`config.mk`:
```
export PLATFORM = sky130hd
export DESIGN_NAME = dsp_extension_state
export DESIGN_NICKNAME = d
export VERILOG_FILES = /design/src/rtl/dsp_ext_pkg.sv /design/src/rtl/dsp_extension_state.sv
export VERILOG_INCLUDE_DIRS = /design/src /design/src/rtl
export SDC_FILE = /design/constraint.sdc
export NUM_CORES = 1
export LEC_CHECK = 0
export BUFFER_PORTS_ARGS = -buffer_cell sky130_fd_sc_hd__buf_4
export CAP_MARGIN = 5
export CORE_MARGIN = 2
export CORE_UTILIZATION = 45
export DETAILED_ROUTE_END_ITERATION = 10
export HOLD_SLACK_MARGIN = 0.02
export MAX_ROUTING_LAYER = met4
export SYNTH_ARGS = -nofsm -noshare
export SYNTH_HDL_FRONTEND = slang
export SYNTH_SLANG_ARGS = --single-unit
```
`constraint.sdc`:
```
create_clock -name ref_clk -period 2.5 [get_ports ref_clk]
set_input_delay 0.375 -clock ref_clk [delete_from_list [all_inputs] [get_ports ref_clk]]
set_output_delay 0.375 -clock ref_clk [all_outputs]
set_load 0.02 [all_outputs]
```
`src/rtl/dsp_ext_regs.svh`:
```
// Register map, field positions and codes of the signal-processing state block
`ifndef DSP_EXT_REGS_SVH
`define DSP_EXT_REGS_SVH
`define CTRL_OFS 8'h00
`define CFG3_OFS 8'h04
`define ENABLE_OFS 8'h08
`define IRQ_STAT_OFS 8'h0C
`define IRQ_MASK_OFS 8'h10
`define ACC_BASE 3'h1
`define CCOND_HI 27
`define CCOND_LO 24
`define OUFLAG_HI 23
`define OUFLAG_LO 16
`define EFI_BIT 14
`define CARRY_BIT 13
`define SIZE_HI 12
`define SIZE_LO 7
`define POS_HI 5
`define POS_LO 0
`define OU_ACC_BASE 3'h0
`define OU_ADD_BIT 20
`define OU_MUL_BIT 21
`define OU_SHIFT_BIT 22
`define OU_EXTR_BIT 23
`define PRESENT_BIT 0
`define REV2_BIT 1
`define POS_STEP 6'h20
`define CAUSE_DISABLED 5'h1A
`define WM_POS 0
`define WM_SIZE 1
`define WM_CARRY 2
`define WM_OUFLAG 3
`define WM_CCOND 4
`define WM_EFI 5
`define IRQ_OVF 0
`define IRQ_EFI 1
`define IRQ_DIS 2
`define IRQ_BITS 3
`define CTRL_RESET 32'h0000_0000
`endif

```
`src/rtl/dsp_ext_pkg.sv`:
```
// Types shared by the signal-processing state block and its users
package dsp_ext_pkg;
  typedef enum logic [3:0] {
    OP_NONE, OP_CMP, OP_ACC_SAT, OP_ADD, OP_ADD_SET_CARRY, OP_ADD_WITH_CARRY, OP_MUL,
    OP_SHIFT, OP_EXTR, OP_EXTRACT_POS, OP_EXTRACT_DEC, OP_VARIABLE_BIT_INSERT, OP_COPY_LHI,
    OP_WRITE_CTRL, OP_ACC_MOVE, OP_OTHER
  } op_kind_t;
  typedef struct packed {
    logic valid;
    op_kind_t kind;
    logic [1:0] acc;
    logic ovf;
    logic [2:0] cmp_count;
    logic [3:0] cmp_bits;
    logic carry_out;
    logic [5:0] size;
    logic [5:0] field_mask;
    logic [31:0] ctrl_data;
    logic acc_wr;
    logic [31:0] acc_hi;
    logic [31:0] acc_lo;
  } dsp_op_t;
  typedef struct packed {
    logic [3:0] ccond;
    logic carry;
    logic [5:0] insert_size;
    logic [5:0] position;
    logic extract_fail;
    logic enable;
  } dsp_state_t;
  typedef struct packed {
    logic [31:0] hi;
    logic [31:0] lo;
  } acc_pair_t;
endpackage

```
`src/rtl/dsp_extension_state.sv`:
```
// Accumulator pairs, control/status word and access gating of the extension
// Functional notes
// - Four accumulator pairs exist, selected by a two-bit field where zero is the base pair.
// - Reserved control bits, 31:28 included, read as zero and software writes zeros there.
// - A vector compare writes only the lowest condition bits, one per element, others keep.
// - Overflow flags 23:16 are set by hardware, sticky, and cleared only by a control write.
// - Saturating dot/multiply-accumulate overflow sets flag 16 plus the destination pair index.
// - Absolute, add, subtract and add-with-carry overflow sets flag bit 20.
// - Element multiply overflow, rounding or saturating, sets flag bit 21.
// - Precision-reduce and left-shift overflow sets flag bit 22.
// - Accumulator extract-with-right-shift overflow sets flag bit 23.
// - Each position extract writes the non-sticky fail flag at bit 14 as position below size.
// - Variable bit-insert takes its field width from the size field 12:7.
// - Position field 5:0 gives the insert position and the extract position.
// - Decrement-position extracts that do not fail reduce the position field by the extracted size.
// - Copy-low-to-high-and-insert moves the low word to the high word and adds 32 to position.
// - Two read-only bits advertise the extension and its second revision, both fixed at one.
// - With the enable bit clear, extension ops or moves on pairs 1 to 3 raise cause code 26.
`timescale 1ns/1ps
`include "dsp_ext_regs.svh"
module dsp_extension_state #(
  parameter int ADDR_WIDTH = 8,
  parameter int ACC_PAIRS = 4
) (
  // Clock and reset
  input wire logic ref_clk,
  input wire logic resetn,
  // Avalon-MM register slave
  input wire logic [ADDR_WIDTH-1:0] address,
  input wire logic read,
  input wire logic write,
  input wire logic [3:0] byteenable,
  input wire logic [31:0] writedata,
  output logic [31:0] readdata,
  output logic waitrequest,
  // Instruction side
  input wire dsp_ext_pkg::dsp_op_t op,
  output dsp_ext_pkg::dsp_state_t state,
  output logic exc_pulse,
  output logic [4:0] exc_code,
  // Accumulator read port
  input wire logic [1:0] acc_rd_sel,
  output dsp_ext_pkg::acc_pair_t acc_rd_data,
  // Interrupt
  output logic irq
);
  import dsp_ext_pkg::*;

  // Address decode reads bits 7:2, so narrower buses cannot reach every register
  if (ADDR_WIDTH < 8 || ACC_PAIRS != 4) begin : g_check
    $error("dsp_extension_state: ADDR_WIDTH must be >= 8 and ACC_PAIRS must be 4");
  end

  logic waitrequest_reg;
  logic [31:0] readdata_reg;
  logic enable_reg;
  logic [3:0] ccond_reg;
  logic [3:0] ccond_next;
  logic [7:0] ouflag_reg;
  logic [7:0] ouflag_next;
  logic [7:0] ouflag_set;
  logic efi_reg;
  logic efi_next;
  logic carry_reg;
  logic carry_next;
  logic [5:0] size_reg;
  logic [5:0] size_next;
  logic [5:0] pos_reg;
  logic [5:0] pos_next;
  logic [`IRQ_BITS-1:0] irq_stat_reg;
  logic [`IRQ_BITS-1:0] irq_stat_next;
  logic [`IRQ_BITS-1:0] irq_mask_reg;
  logic [`IRQ_BITS-1:0] irq_event;
  logic irq_reg;
  logic exc_pulse_reg;
  logic [4:0] exc_code_reg;
  acc_pair_t acc_reg [ACC_PAIRS];
  acc_pair_t acc_rd_reg;
  logic [31:0] ctrl_word;
  logic [31:0] ctrl_bus;
  logic [31:0] wmask;
  logic [31:0] rd_mux;
  logic [7:0] word_addr;
  logic bus_wr;
  logic ctrl_wr;
  logic blocked;
  logic take;
  logic extract_op;
  logic extract_fail;
  logic wr_ctrl;

  // Bus handshake: one wait cycle, then the access completes
  assign bus_wr = write && !waitrequest_reg;
  assign word_addr = {address[7:2], 2'b00};
  assign wmask = {{8{byteenable[3]}}, {8{byteenable[2]}}, {8{byteenable[1]}},
                  {8{byteenable[0]}}};
  assign ctrl_wr = bus_wr && (word_addr == `CTRL_OFS);

  always_ff @(posedge ref_clk or negedge resetn) begin
    if (!resetn) begin
      waitrequest_reg <= 1'b1;
    end else if ((read || write) && waitrequest_reg) begin
      waitrequest_reg <= 1'b0;
    end else begin
      waitrequest_reg <= 1'b1;
    end
  end

  always_comb begin
    ctrl_word = `CTRL_RESET;
    ctrl_word[`CCOND_HI:`CCOND_LO] = ccond_reg;
    ctrl_word[`OUFLAG_HI:`OUFLAG_LO] = ouflag_reg;
    ctrl_word[`EFI_BIT] = efi_reg;
    ctrl_word[`CARRY_BIT] = carry_reg;
    ctrl_word[`SIZE_HI:`SIZE_LO] = size_reg;
    ctrl_word[`POS_HI:`POS_LO] = pos_reg;
  end

  assign ctrl_bus = (ctrl_word & ~wmask) | (writedata & wmask);

  always_comb begin
    rd_mux = 32'h0000_0000;
    case (word_addr)
      `CTRL_OFS: rd_mux = ctrl_word;
      `CFG3_OFS: begin
        rd_mux[`PRESENT_BIT] = 1'b1;
        rd_mux[`REV2_BIT] = 1'b1;
      end
      `ENABLE_OFS: rd_mux[0] = enable_reg;
      `IRQ_STAT_OFS: rd_mux[`IRQ_BITS-1:0] = irq_stat_reg;
      `IRQ_MASK_OFS: rd_mux[`IRQ_BITS-1:0] = irq_mask_reg;
      default: begin
        if (word_addr[7:5] == `ACC_BASE) begin
          rd_mux = word_addr[2] ? acc_reg[word_addr[4:3]].hi : acc_reg[word_addr[4:3]].lo;
        end
      end
    endcase
  end

  always_ff @(posedge ref_clk or negedge resetn) begin
    if (!resetn) begin
      readdata_reg <= 32'h0000_0000;
    end else if (read && waitrequest_reg) begin
      readdata_reg <= rd_mux;
    end
  end

  always_ff @(posedge ref_clk or negedge resetn) begin
    if (!resetn) begin
      enable_reg <= 1'b0;
    end else if (bus_wr && word_addr == `ENABLE_OFS && byteenable[0]) begin
      enable_reg <= writedata[0];
    end
  end

  assign blocked = op.valid && !enable_reg && (op.kind != OP_NONE)
                   && (op.kind != OP_ACC_MOVE || op.acc != 2'b00);
  assign take = op.valid && !blocked;
  assign wr_ctrl = take && op.kind == OP_WRITE_CTRL;
  assign extract_op = take && (op.kind == OP_EXTRACT_POS || op.kind == OP_EXTRACT_DEC);
  assign extract_fail = pos_reg < op.size;

  always_comb begin
    ccond_next = ctrl_wr ? ctrl_bus[`CCOND_HI:`CCOND_LO] : ccond_reg;
    if (wr_ctrl && op.field_mask[`WM_CCOND]) begin
      ccond_next = op.ctrl_data[`CCOND_HI:`CCOND_LO];
    end
    if (take && op.kind == OP_CMP) begin
      for (int i = 0; i < 4; i++) begin
        if (i < int'(op.cmp_count)) begin
          ccond_next[i] = op.cmp_bits[i];
        end
      end
    end
  end

  always_comb begin
    ouflag_set = 8'h00;
    if (take && op.ovf) begin
      case (op.kind)
        OP_ACC_SAT: ouflag_set[{1'b0, op.acc}] = 1'b1;
        OP_ADD, OP_ADD_WITH_CARRY: ouflag_set[`OU_ADD_BIT-`OUFLAG_LO] = 1'b1;
        OP_MUL: ouflag_set[`OU_MUL_BIT-`OUFLAG_LO] = 1'b1;
        OP_SHIFT: ouflag_set[`OU_SHIFT_BIT-`OUFLAG_LO] = 1'b1;
        OP_EXTR: ouflag_set[`OU_EXTR_BIT-`OUFLAG_LO] = 1'b1;
        default: ouflag_set = 8'h00;
      endcase
    end
    // sticky, set wins over any clear
    ouflag_next = ctrl_wr ? ctrl_bus[`OUFLAG_HI:`OUFLAG_LO] : ouflag_reg;
    if (wr_ctrl && op.field_mask[`WM_OUFLAG]) begin
      ouflag_next = op.ctrl_data[`OUFLAG_HI:`OUFLAG_LO];
    end
    ouflag_next = ouflag_next | ouflag_set;
  end

  always_comb begin
    efi_next = ctrl_wr ? ctrl_bus[`EFI_BIT] : efi_reg;
    carry_next = ctrl_wr ? ctrl_bus[`CARRY_BIT] : carry_reg;
    size_next = ctrl_wr ? ctrl_bus[`SIZE_HI:`SIZE_LO] : size_reg;
    pos_next = ctrl_wr ? ctrl_bus[`POS_HI:`POS_LO] : pos_reg;
    if (wr_ctrl) begin
      if (op.field_mask[`WM_EFI]) begin
        efi_next = op.ctrl_data[`EFI_BIT];
      end
      if (op.field_mask[`WM_CARRY]) begin
        carry_next = op.ctrl_data[`CARRY_BIT];
      end
      if (op.field_mask[`WM_SIZE]) begin
        size_next = op.ctrl_data[`SIZE_HI:`SIZE_LO];
      end
      if (op.field_mask[`WM_POS]) begin
        pos_next = op.ctrl_data[`POS_HI:`POS_LO];
      end
    end
    if (extract_op) begin
      efi_next = extract_fail;
    end
    if (take && op.kind == OP_ADD_SET_CARRY) begin
      carry_next = op.carry_out;
    end
    if (extract_op && op.kind == OP_EXTRACT_DEC && !extract_fail) begin
      pos_next = pos_reg - op.size;
    end
    if (take && op.kind == OP_COPY_LHI) begin
      pos_next = pos_reg + `POS_STEP;
    end
  end

  always_ff @(posedge ref_clk or negedge resetn) begin
    if (!resetn) begin
      ccond_reg <= 4'h0;
    end else begin
      ccond_reg <= ccond_next;
    end
  end

  always_ff @(posedge ref_clk or negedge resetn) begin
    if (!resetn) begin
      ouflag_reg <= 8'h00;
    end else begin
      ouflag_reg <= ouflag_next;
    end
  end

  always_ff @(posedge ref_clk or negedge resetn) begin
    if (!resetn) begin
      efi_reg <= 1'b0;
    end else begin
      efi_reg <= efi_next;
    end
  end

  always_ff @(posedge ref_clk or negedge resetn) begin
    if (!resetn) begin
      carry_reg <= 1'b0;
    end else begin
      carry_reg <= carry_next;
    end
  end

  always_ff @(posedge ref_clk or negedge resetn) begin
    if (!resetn) begin
      size_reg <= 6'h00;
    end else begin
      size_reg <= size_next;
    end
  end

  always_ff @(posedge ref_clk or negedge resetn) begin
    if (!resetn) begin
      pos_reg <= 6'h00;
    end else begin
      pos_reg <= pos_next;
    end
  end

  // four pairs, pair zero is the base
  for (genvar g = 0; g < ACC_PAIRS; g++) begin : g_acc
    logic sel;
    logic bus_hit;
    assign sel = take && op.acc == 2'(g);
    assign bus_hit = bus_wr && word_addr[7:5] == `ACC_BASE && word_addr[4:3] == 2'(g);
    always_ff @(posedge ref_clk or negedge resetn) begin
      if (!resetn) begin
        acc_reg[g] <= '0;
      end else if (sel && op.kind == OP_COPY_LHI) begin
        acc_reg[g].hi <= acc_reg[g].lo;
        acc_reg[g].lo <= op.acc_lo;
      end else if (sel && op.acc_wr) begin
        acc_reg[g].hi <= op.acc_hi;
        acc_reg[g].lo <= op.acc_lo;
      end else if (bus_hit && word_addr[2]) begin
        acc_reg[g].hi <= (acc_reg[g].hi & ~wmask) | (writedata & wmask);
      end else if (bus_hit) begin
        acc_reg[g].lo <= (acc_reg[g].lo & ~wmask) | (writedata & wmask);
      end
    end
  end

  always_ff @(posedge ref_clk or negedge resetn) begin
    if (!resetn) begin
      acc_rd_reg <= '0;
    end else begin
      acc_rd_reg <= acc_reg[acc_rd_sel];
    end
  end

  always_ff @(posedge ref_clk or negedge resetn) begin
    if (!resetn) begin
      exc_pulse_reg <= 1'b0;
      exc_code_reg <= 5'h00;
    end else begin
      exc_pulse_reg <= blocked;
      if (blocked) begin
        exc_code_reg <= `CAUSE_DISABLED;
      end
    end
  end

  // Interrupt status: event set beats a write-one clear
  always_comb begin
    irq_event = '0;
    irq_event[`IRQ_OVF] = |(ouflag_set & ~ouflag_reg);
    irq_event[`IRQ_EFI] = extract_op && extract_fail;
    irq_event[`IRQ_DIS] = blocked;
    irq_stat_next = irq_stat_reg;
    if (bus_wr && word_addr == `IRQ_STAT_OFS && byteenable[0]) begin
      irq_stat_next = irq_stat_reg & ~writedata[`IRQ_BITS-1:0];
    end
    irq_stat_next = irq_stat_next | irq_event;
  end

  always_ff @(posedge ref_clk or negedge resetn) begin
    if (!resetn) begin
      irq_stat_reg <= '0;
      irq_mask_reg <= '0;
      irq_reg <= 1'b0;
    end else begin
      irq_stat_reg <= irq_stat_next;
      if (bus_wr && word_addr == `IRQ_MASK_OFS && byteenable[0]) begin
        irq_mask_reg <= writedata[`IRQ_BITS-1:0];
        irq_reg <= |(irq_stat_next & writedata[`IRQ_BITS-1:0]);
      end else begin
        irq_reg <= |(irq_stat_next & irq_mask_reg);
      end
    end
  end

  assign readdata = readdata_reg;
  assign waitrequest = waitrequest_reg;
  assign exc_pulse = exc_pulse_reg;
  assign exc_code = exc_code_reg;
  assign acc_rd_data = acc_rd_reg;
  assign irq = irq_reg;
  assign state = '{ccond: ccond_reg, carry: carry_reg, insert_size: size_reg,
                   position: pos_reg, extract_fail: efi_reg, enable: enable_reg};
endmodule

```
Word-level counts from Yosys, hierarchy flattened
Index checks and enable logic that the tools add are counted.

Add/subtract/negate cells: 2. Multipliers: 0. Div/mod/pow operators: 0. Order comparisons: 9. Equality and inequality tests: 28. Shift operators: 0. Mux-type cells: 68. Bitwise gates (word level): 30. Reductions and logical operators: 77.

Operators with widths (number): $mux W64 (12); $mux W32 (14); $and A32 B32 Y32 (9); $bmux W64 S2 (2); $or A32 B32 Y32 (8); $pmux W29 S2 (1); $mux W6 (8); $logic_and A1 B1 Y1 (47); $not A32 Y32 (1); $and A28 B28 Y28 (1); $or A28 B28 Y28 (1); $mux W8 (3); $reduce_bool A3 Y1 (8); $eq A4 B4 Y1 const B (5); $mux W1 (19); $eq A4 B3 Y1 const B (4); $mux W4 (4); $eq A6 B2 Y1 const B (2); $ne A3 B3 Y1 const B (4); $pmux W1 S5 (2); $and A3 B3 Y3 (3); $and A8 B8 Y8 (1); $eq A2 B2 Y1 const B (4); $eq A4 B2 Y1 const B (2); other kinds (33) (49).

Bits in registers: 389. Latch bits: 0. RAM bits: 0. Bits in read-only memories: 0. Word-level logic and storage cells: 238. Memories: 0.

Logic depth before layout (Yosys ltp)
Depth in word-level cells: 14. Depth in mapped cells: 10. Depth with buffers taken out: 9.

Least setup slack after synthesis
Ideal clock, no wire load.

Path type: reg-to-reg. Start point: register pos_reg[2]. End point: register pos_reg[5]. Setup time: 80 ps. Arrival time: 2142 ps. Data required time: 2420 ps. Path slack: 278 ps. Cell stages (with the launch flop): 9. Buffers on the path: 1. Clock period less this slack: 2222 ps. Path through: dfrtp_1 -> ha_1 -> nor2b_1 -> o31a_1 -> o31ai_1 -> clkbuf_1 -> o21ai_0 -> a21oi_1 -> a2bb2oi_1.

Cells in the longest elaborated chain, start to end: 5.

Ends and longest elaborated chain: start: declaration (line dsp_extension_state.sv:68) `logic [5:0] pos_reg;`; start signal: assignment (line dsp_extension_state.sv:274) `pos_reg <= pos_next;`; $lt A6 B6 Y1 (line dsp_extension_state.sv:161) `assign extract_fail = pos_reg < op.size;`; $logic_not A1 Y1 (line dsp_extension_state.sv:222) `if (extract_op && op.kind == OP_EXTRACT_DEC && !extract_fail) begin`; $logic_and A1 B1 Y1 (line dsp_extension_state.sv:222); $mux W6 (line dsp_extension_state.sv:222); $mux W6 (*) (line dsp_extension_state.sv:225) `if (take && op.kind == OP_COPY_LHI) begin`; via pos_next[5] (line dsp_extension_state.sv:69) `logic [5:0] pos_next;`.

The timed path passes the listed nets; every way through them passes the cells marked *. A chain may end at the register's enable or synchronous reset.

==> summary.txt <==
Run status
  • Status: complete, no violations

STA
  • Final worst-path setup slack: 135 ps
  • Hold Slack: 38.7 ps
  • Final setup fails: 0
  • Slew headroom: 61.4%
  • Clock Skew: 14.1 ps
  • Crit share post-route: 94.6%
  • Fmax: 423 MHz
  • Final hold vios: 0
  • Measured slew at the worst slew-check pin: 575 ps
  • Final min period: 2360 ps
  • Max Slew Vio Count: 0
  • RSZ-0062 raised after global routing: false

Power and ir drop
  • P_int: 13.8 mW
  • Switching share of total power: 30.7%
  • Peak VDD IR: 0.000515 V
  • Sequential Power Share: 43.0%
  • Logic pwr share: 23.7%
  • Clock share of power: 33.3%
  • Power per cell area: 726 nW/µm²
  • Switch Pwr: 6.08 mW
  • Lkg Pwr: 13.0 nW

Worst setup path
  • Worst Path Required: 2940 ps
  • Slowest CP cell: or3b_1
  • R2r worst-path depth: 7
  • R2R Setup Slk: 140 ps
  • Worst-path cell chain: and4bb_1, or3b_1, nor2_1, nand2_1, buf_4, mux2i_1, o21ai_0
  • CP max FO: 8
  • Critical Path End Type: flop
  • CP Data Arrival Time: 2800 ps
  • Worst Setup SP: waitrequest
  • Critical R2R Launch: waitrequest
  • Crit path kind: flop to flop
  • Max incr delay on CP: 530 ps
  • Startpoint types: flop

Die
  • IO Count: 298
  • Core ar.: 47900 µm²
  • Initial Util: 45.8%
  • Die ar.: 50600 µm²
  • Cell Rows: 80
  • Die Span Y: 225 µm
  • Die width: 225 µm

CTS
  • CTS tree: built
  • Clock slew at reported path FFs: 60 ps
  • Clock Latency Late Sink: 580 ps
  • Sink Count: 389
  • Root buf cell: clkbuf_16
  • Post-CTS setup buffers: 0
  • CTS max path bufs: 3
  • Total CTS buffers: 45
  • H-tree depth: 2

Yosys
  • Synth area leaders: dfrtp_1 (44%), mux4_2 (13%), mux2i_1 (8.5%), nand2_1 (4.6%), a21oi_1 (4.6%)
  • Cell taking the most area after synthesis: dfrtp_1
  • Prevailing post-synth register cell: dfrtp_1
  • Synth top area share: 44.2%
  • Flops & latches, synth: 389
  • Synth Warn #: 0
  • Top cells by count, synth: dfrtp_1 (388), nand2_1 (272), a21oi_1 (203)
  • Count leader, synth: dfrtp_1
  • Post-synth cell types: 74
  • Average cell area after synthesis: 10.4 µm²
  • Syn Inst Count: 2105
  • Post-synth ARST share: 100%
  • Post-synth EDFFs: 0
  • Seq/Total Area, Yosys: 44.3%
  • Cell area after synthesis: 22000 µm²

GRT
  • Gr ovfl total: 0
  • Tot GR Track Use: 34.2%
  • Vias in the first global route: 19500
  • Largest net degree at the start of global routing: 65
  • Met1 Use GR: 48.4%
  • GRT busiest layer: met2
  • GR Util met3: 6.84%
  • M2 GR Usage: 49.9%
  • First-pass GRT wire length: 125000 µm
  • Initial antenna violation count: 4

Final layout
  • Non-Filler Instances: 3078
  • Area Overhead vs Synth: 24.5%
  • Share of cells above drive strength 1: 27.7%
  • Multi-input gate area: 11400 µm²
  • Sequential Area: 9740 µm²
  • Final core utilization: 57.0%
  • Fin nets: 2611
  • Fill cells: 4147

Routing
  • Routed wire length: 84100 µm
  • ANT nets after route: 0
  • Vias: 19800
  • Drt first pass iters: 6
  • WL per Instance: 27.3 µm
  • Initial DRC Count: 2696
  • Drt drc: 0
  • Drt via density: 6.45

Placement
  • Pre-CTS setup slack: -60.5 ps
  • I/O Buffers: 287
  • Detailed placement HPWL: 56300 µm
  • Gp weighted congestion: 0.930
  • Placed Cells: 2979

Run
  • Max-cap violations: 0

Worst hold path
  • Class of the worst hold path: primary input to flop
==> stage by stage <==
step | power, mW | instance area (µm²) | setup TNS (ps)
global placement | 13.1 | 25700 | -9.21
finish | 19.8 | 27300 | 0
detailed placement | 13.2 | 25700 | -71.8
floorplan | 11.0 | 22000 | 0
global route | 20.6 | 27300 | 0
CTS | 19.9 | 27300 | 0
==> power groups by stage <==
stage / registers [mW] / clock network, mW / logic (mW)
global placement: 8.52 / 0 / 4.57
global route: 8.67 / 6.91 / 5.03
CTS: 8.50 / 6.68 / 4.68
finish: 8.53 / 6.60 / 4.70
floorplan: 8.67 / 0 / 2.34
detailed placement: 8.60 / 0 / 4.63
==> layer usage <==
metal / up-vias / routed length, µm
li1: 8545 / -
met1: 9841 / 34500
met2: 1251 / 37500
met3: 204 / 9550
met4: 0 / 2540
met5: - / 0
==> worst max-delay path: cells and delay by family (launching register included) <==
family	cells	cell delay, ps
buffers and inverters	1	220
AND/OR/NAND/NOR	4	1360
multiplexers	1	190
flip-flops	1	360
AO/OA/AOI/OAI	1	100
==> cells by family after synthesis <==
| group | Yosys count | synth area share (%) |
|---|---|---|
| AOI/OAI and AO/OA | 694 | 19.1 |
| and+or+nand+nor | 477 | 10.0 |
| DFF | 389 | 44.3 |
| muxes | 320 | 21.9 |
| buffers and inverters | 215 | 4.17 |
| adders and majority gates | 7 | 0.433 |
| xor gates and xnor gates | 2 | 0.0798 |
| other | 1 | 0.0171 |
==> layout make-up <==
| class | instances | area share, % |
|---|---|---|
| multi-input combinational | 1502 | 41.6 |
| sequential | 389 | 35.6 |
| timing repair buffer | 446 | 14.0 |
| clock buffer | 58 | 4.63 |
| tap | 615 | 2.81 |
| clock inverter | 20 | 0.663 |
| inverter | 45 | 0.618 |
| antenna | 3 | 0.0275 |
==> timing repair <==
| item | 4_1_cts | 5_1_grt |
|---|---|---|
| endpoints found under the hold margin | 69 | 0 |
| hold buffers | 18 | 0 |
| gates resized for setup | 1 | 0 |
| endpoints found under the setup margin | 1 | 0 |
==> how the worst min path moves through the flow <==
stage | end | cells past startpoint | start
6_report | flop | 3 | op[9]
3_3_place_gp | ccond_reg[2] | 1 | resetn
2_1_floorplan | asynchronous set/reset pin | 0 | resetn
5_1_grt | flop | 3 | op[9]
4_1_cts | flop | 3 | op[18]
3_5_place_dp | readdata[26] | 1 | resetn
==> cells in the final DEF (no fill, tap or decap), types with 71 or more instances in the layout <==
cell	Yosys	layout
a21oi_1	203	203
mux2i_1	187	187
o21ai_1	71	71
buf_4	8	392
dfrtp_1	388	388
o21ai_0	138	138
mux4_2	128	128
o22ai_1	99	99
nand2_1	272	271
nor2_1	86	82
(Power assumes the default switching activity.)
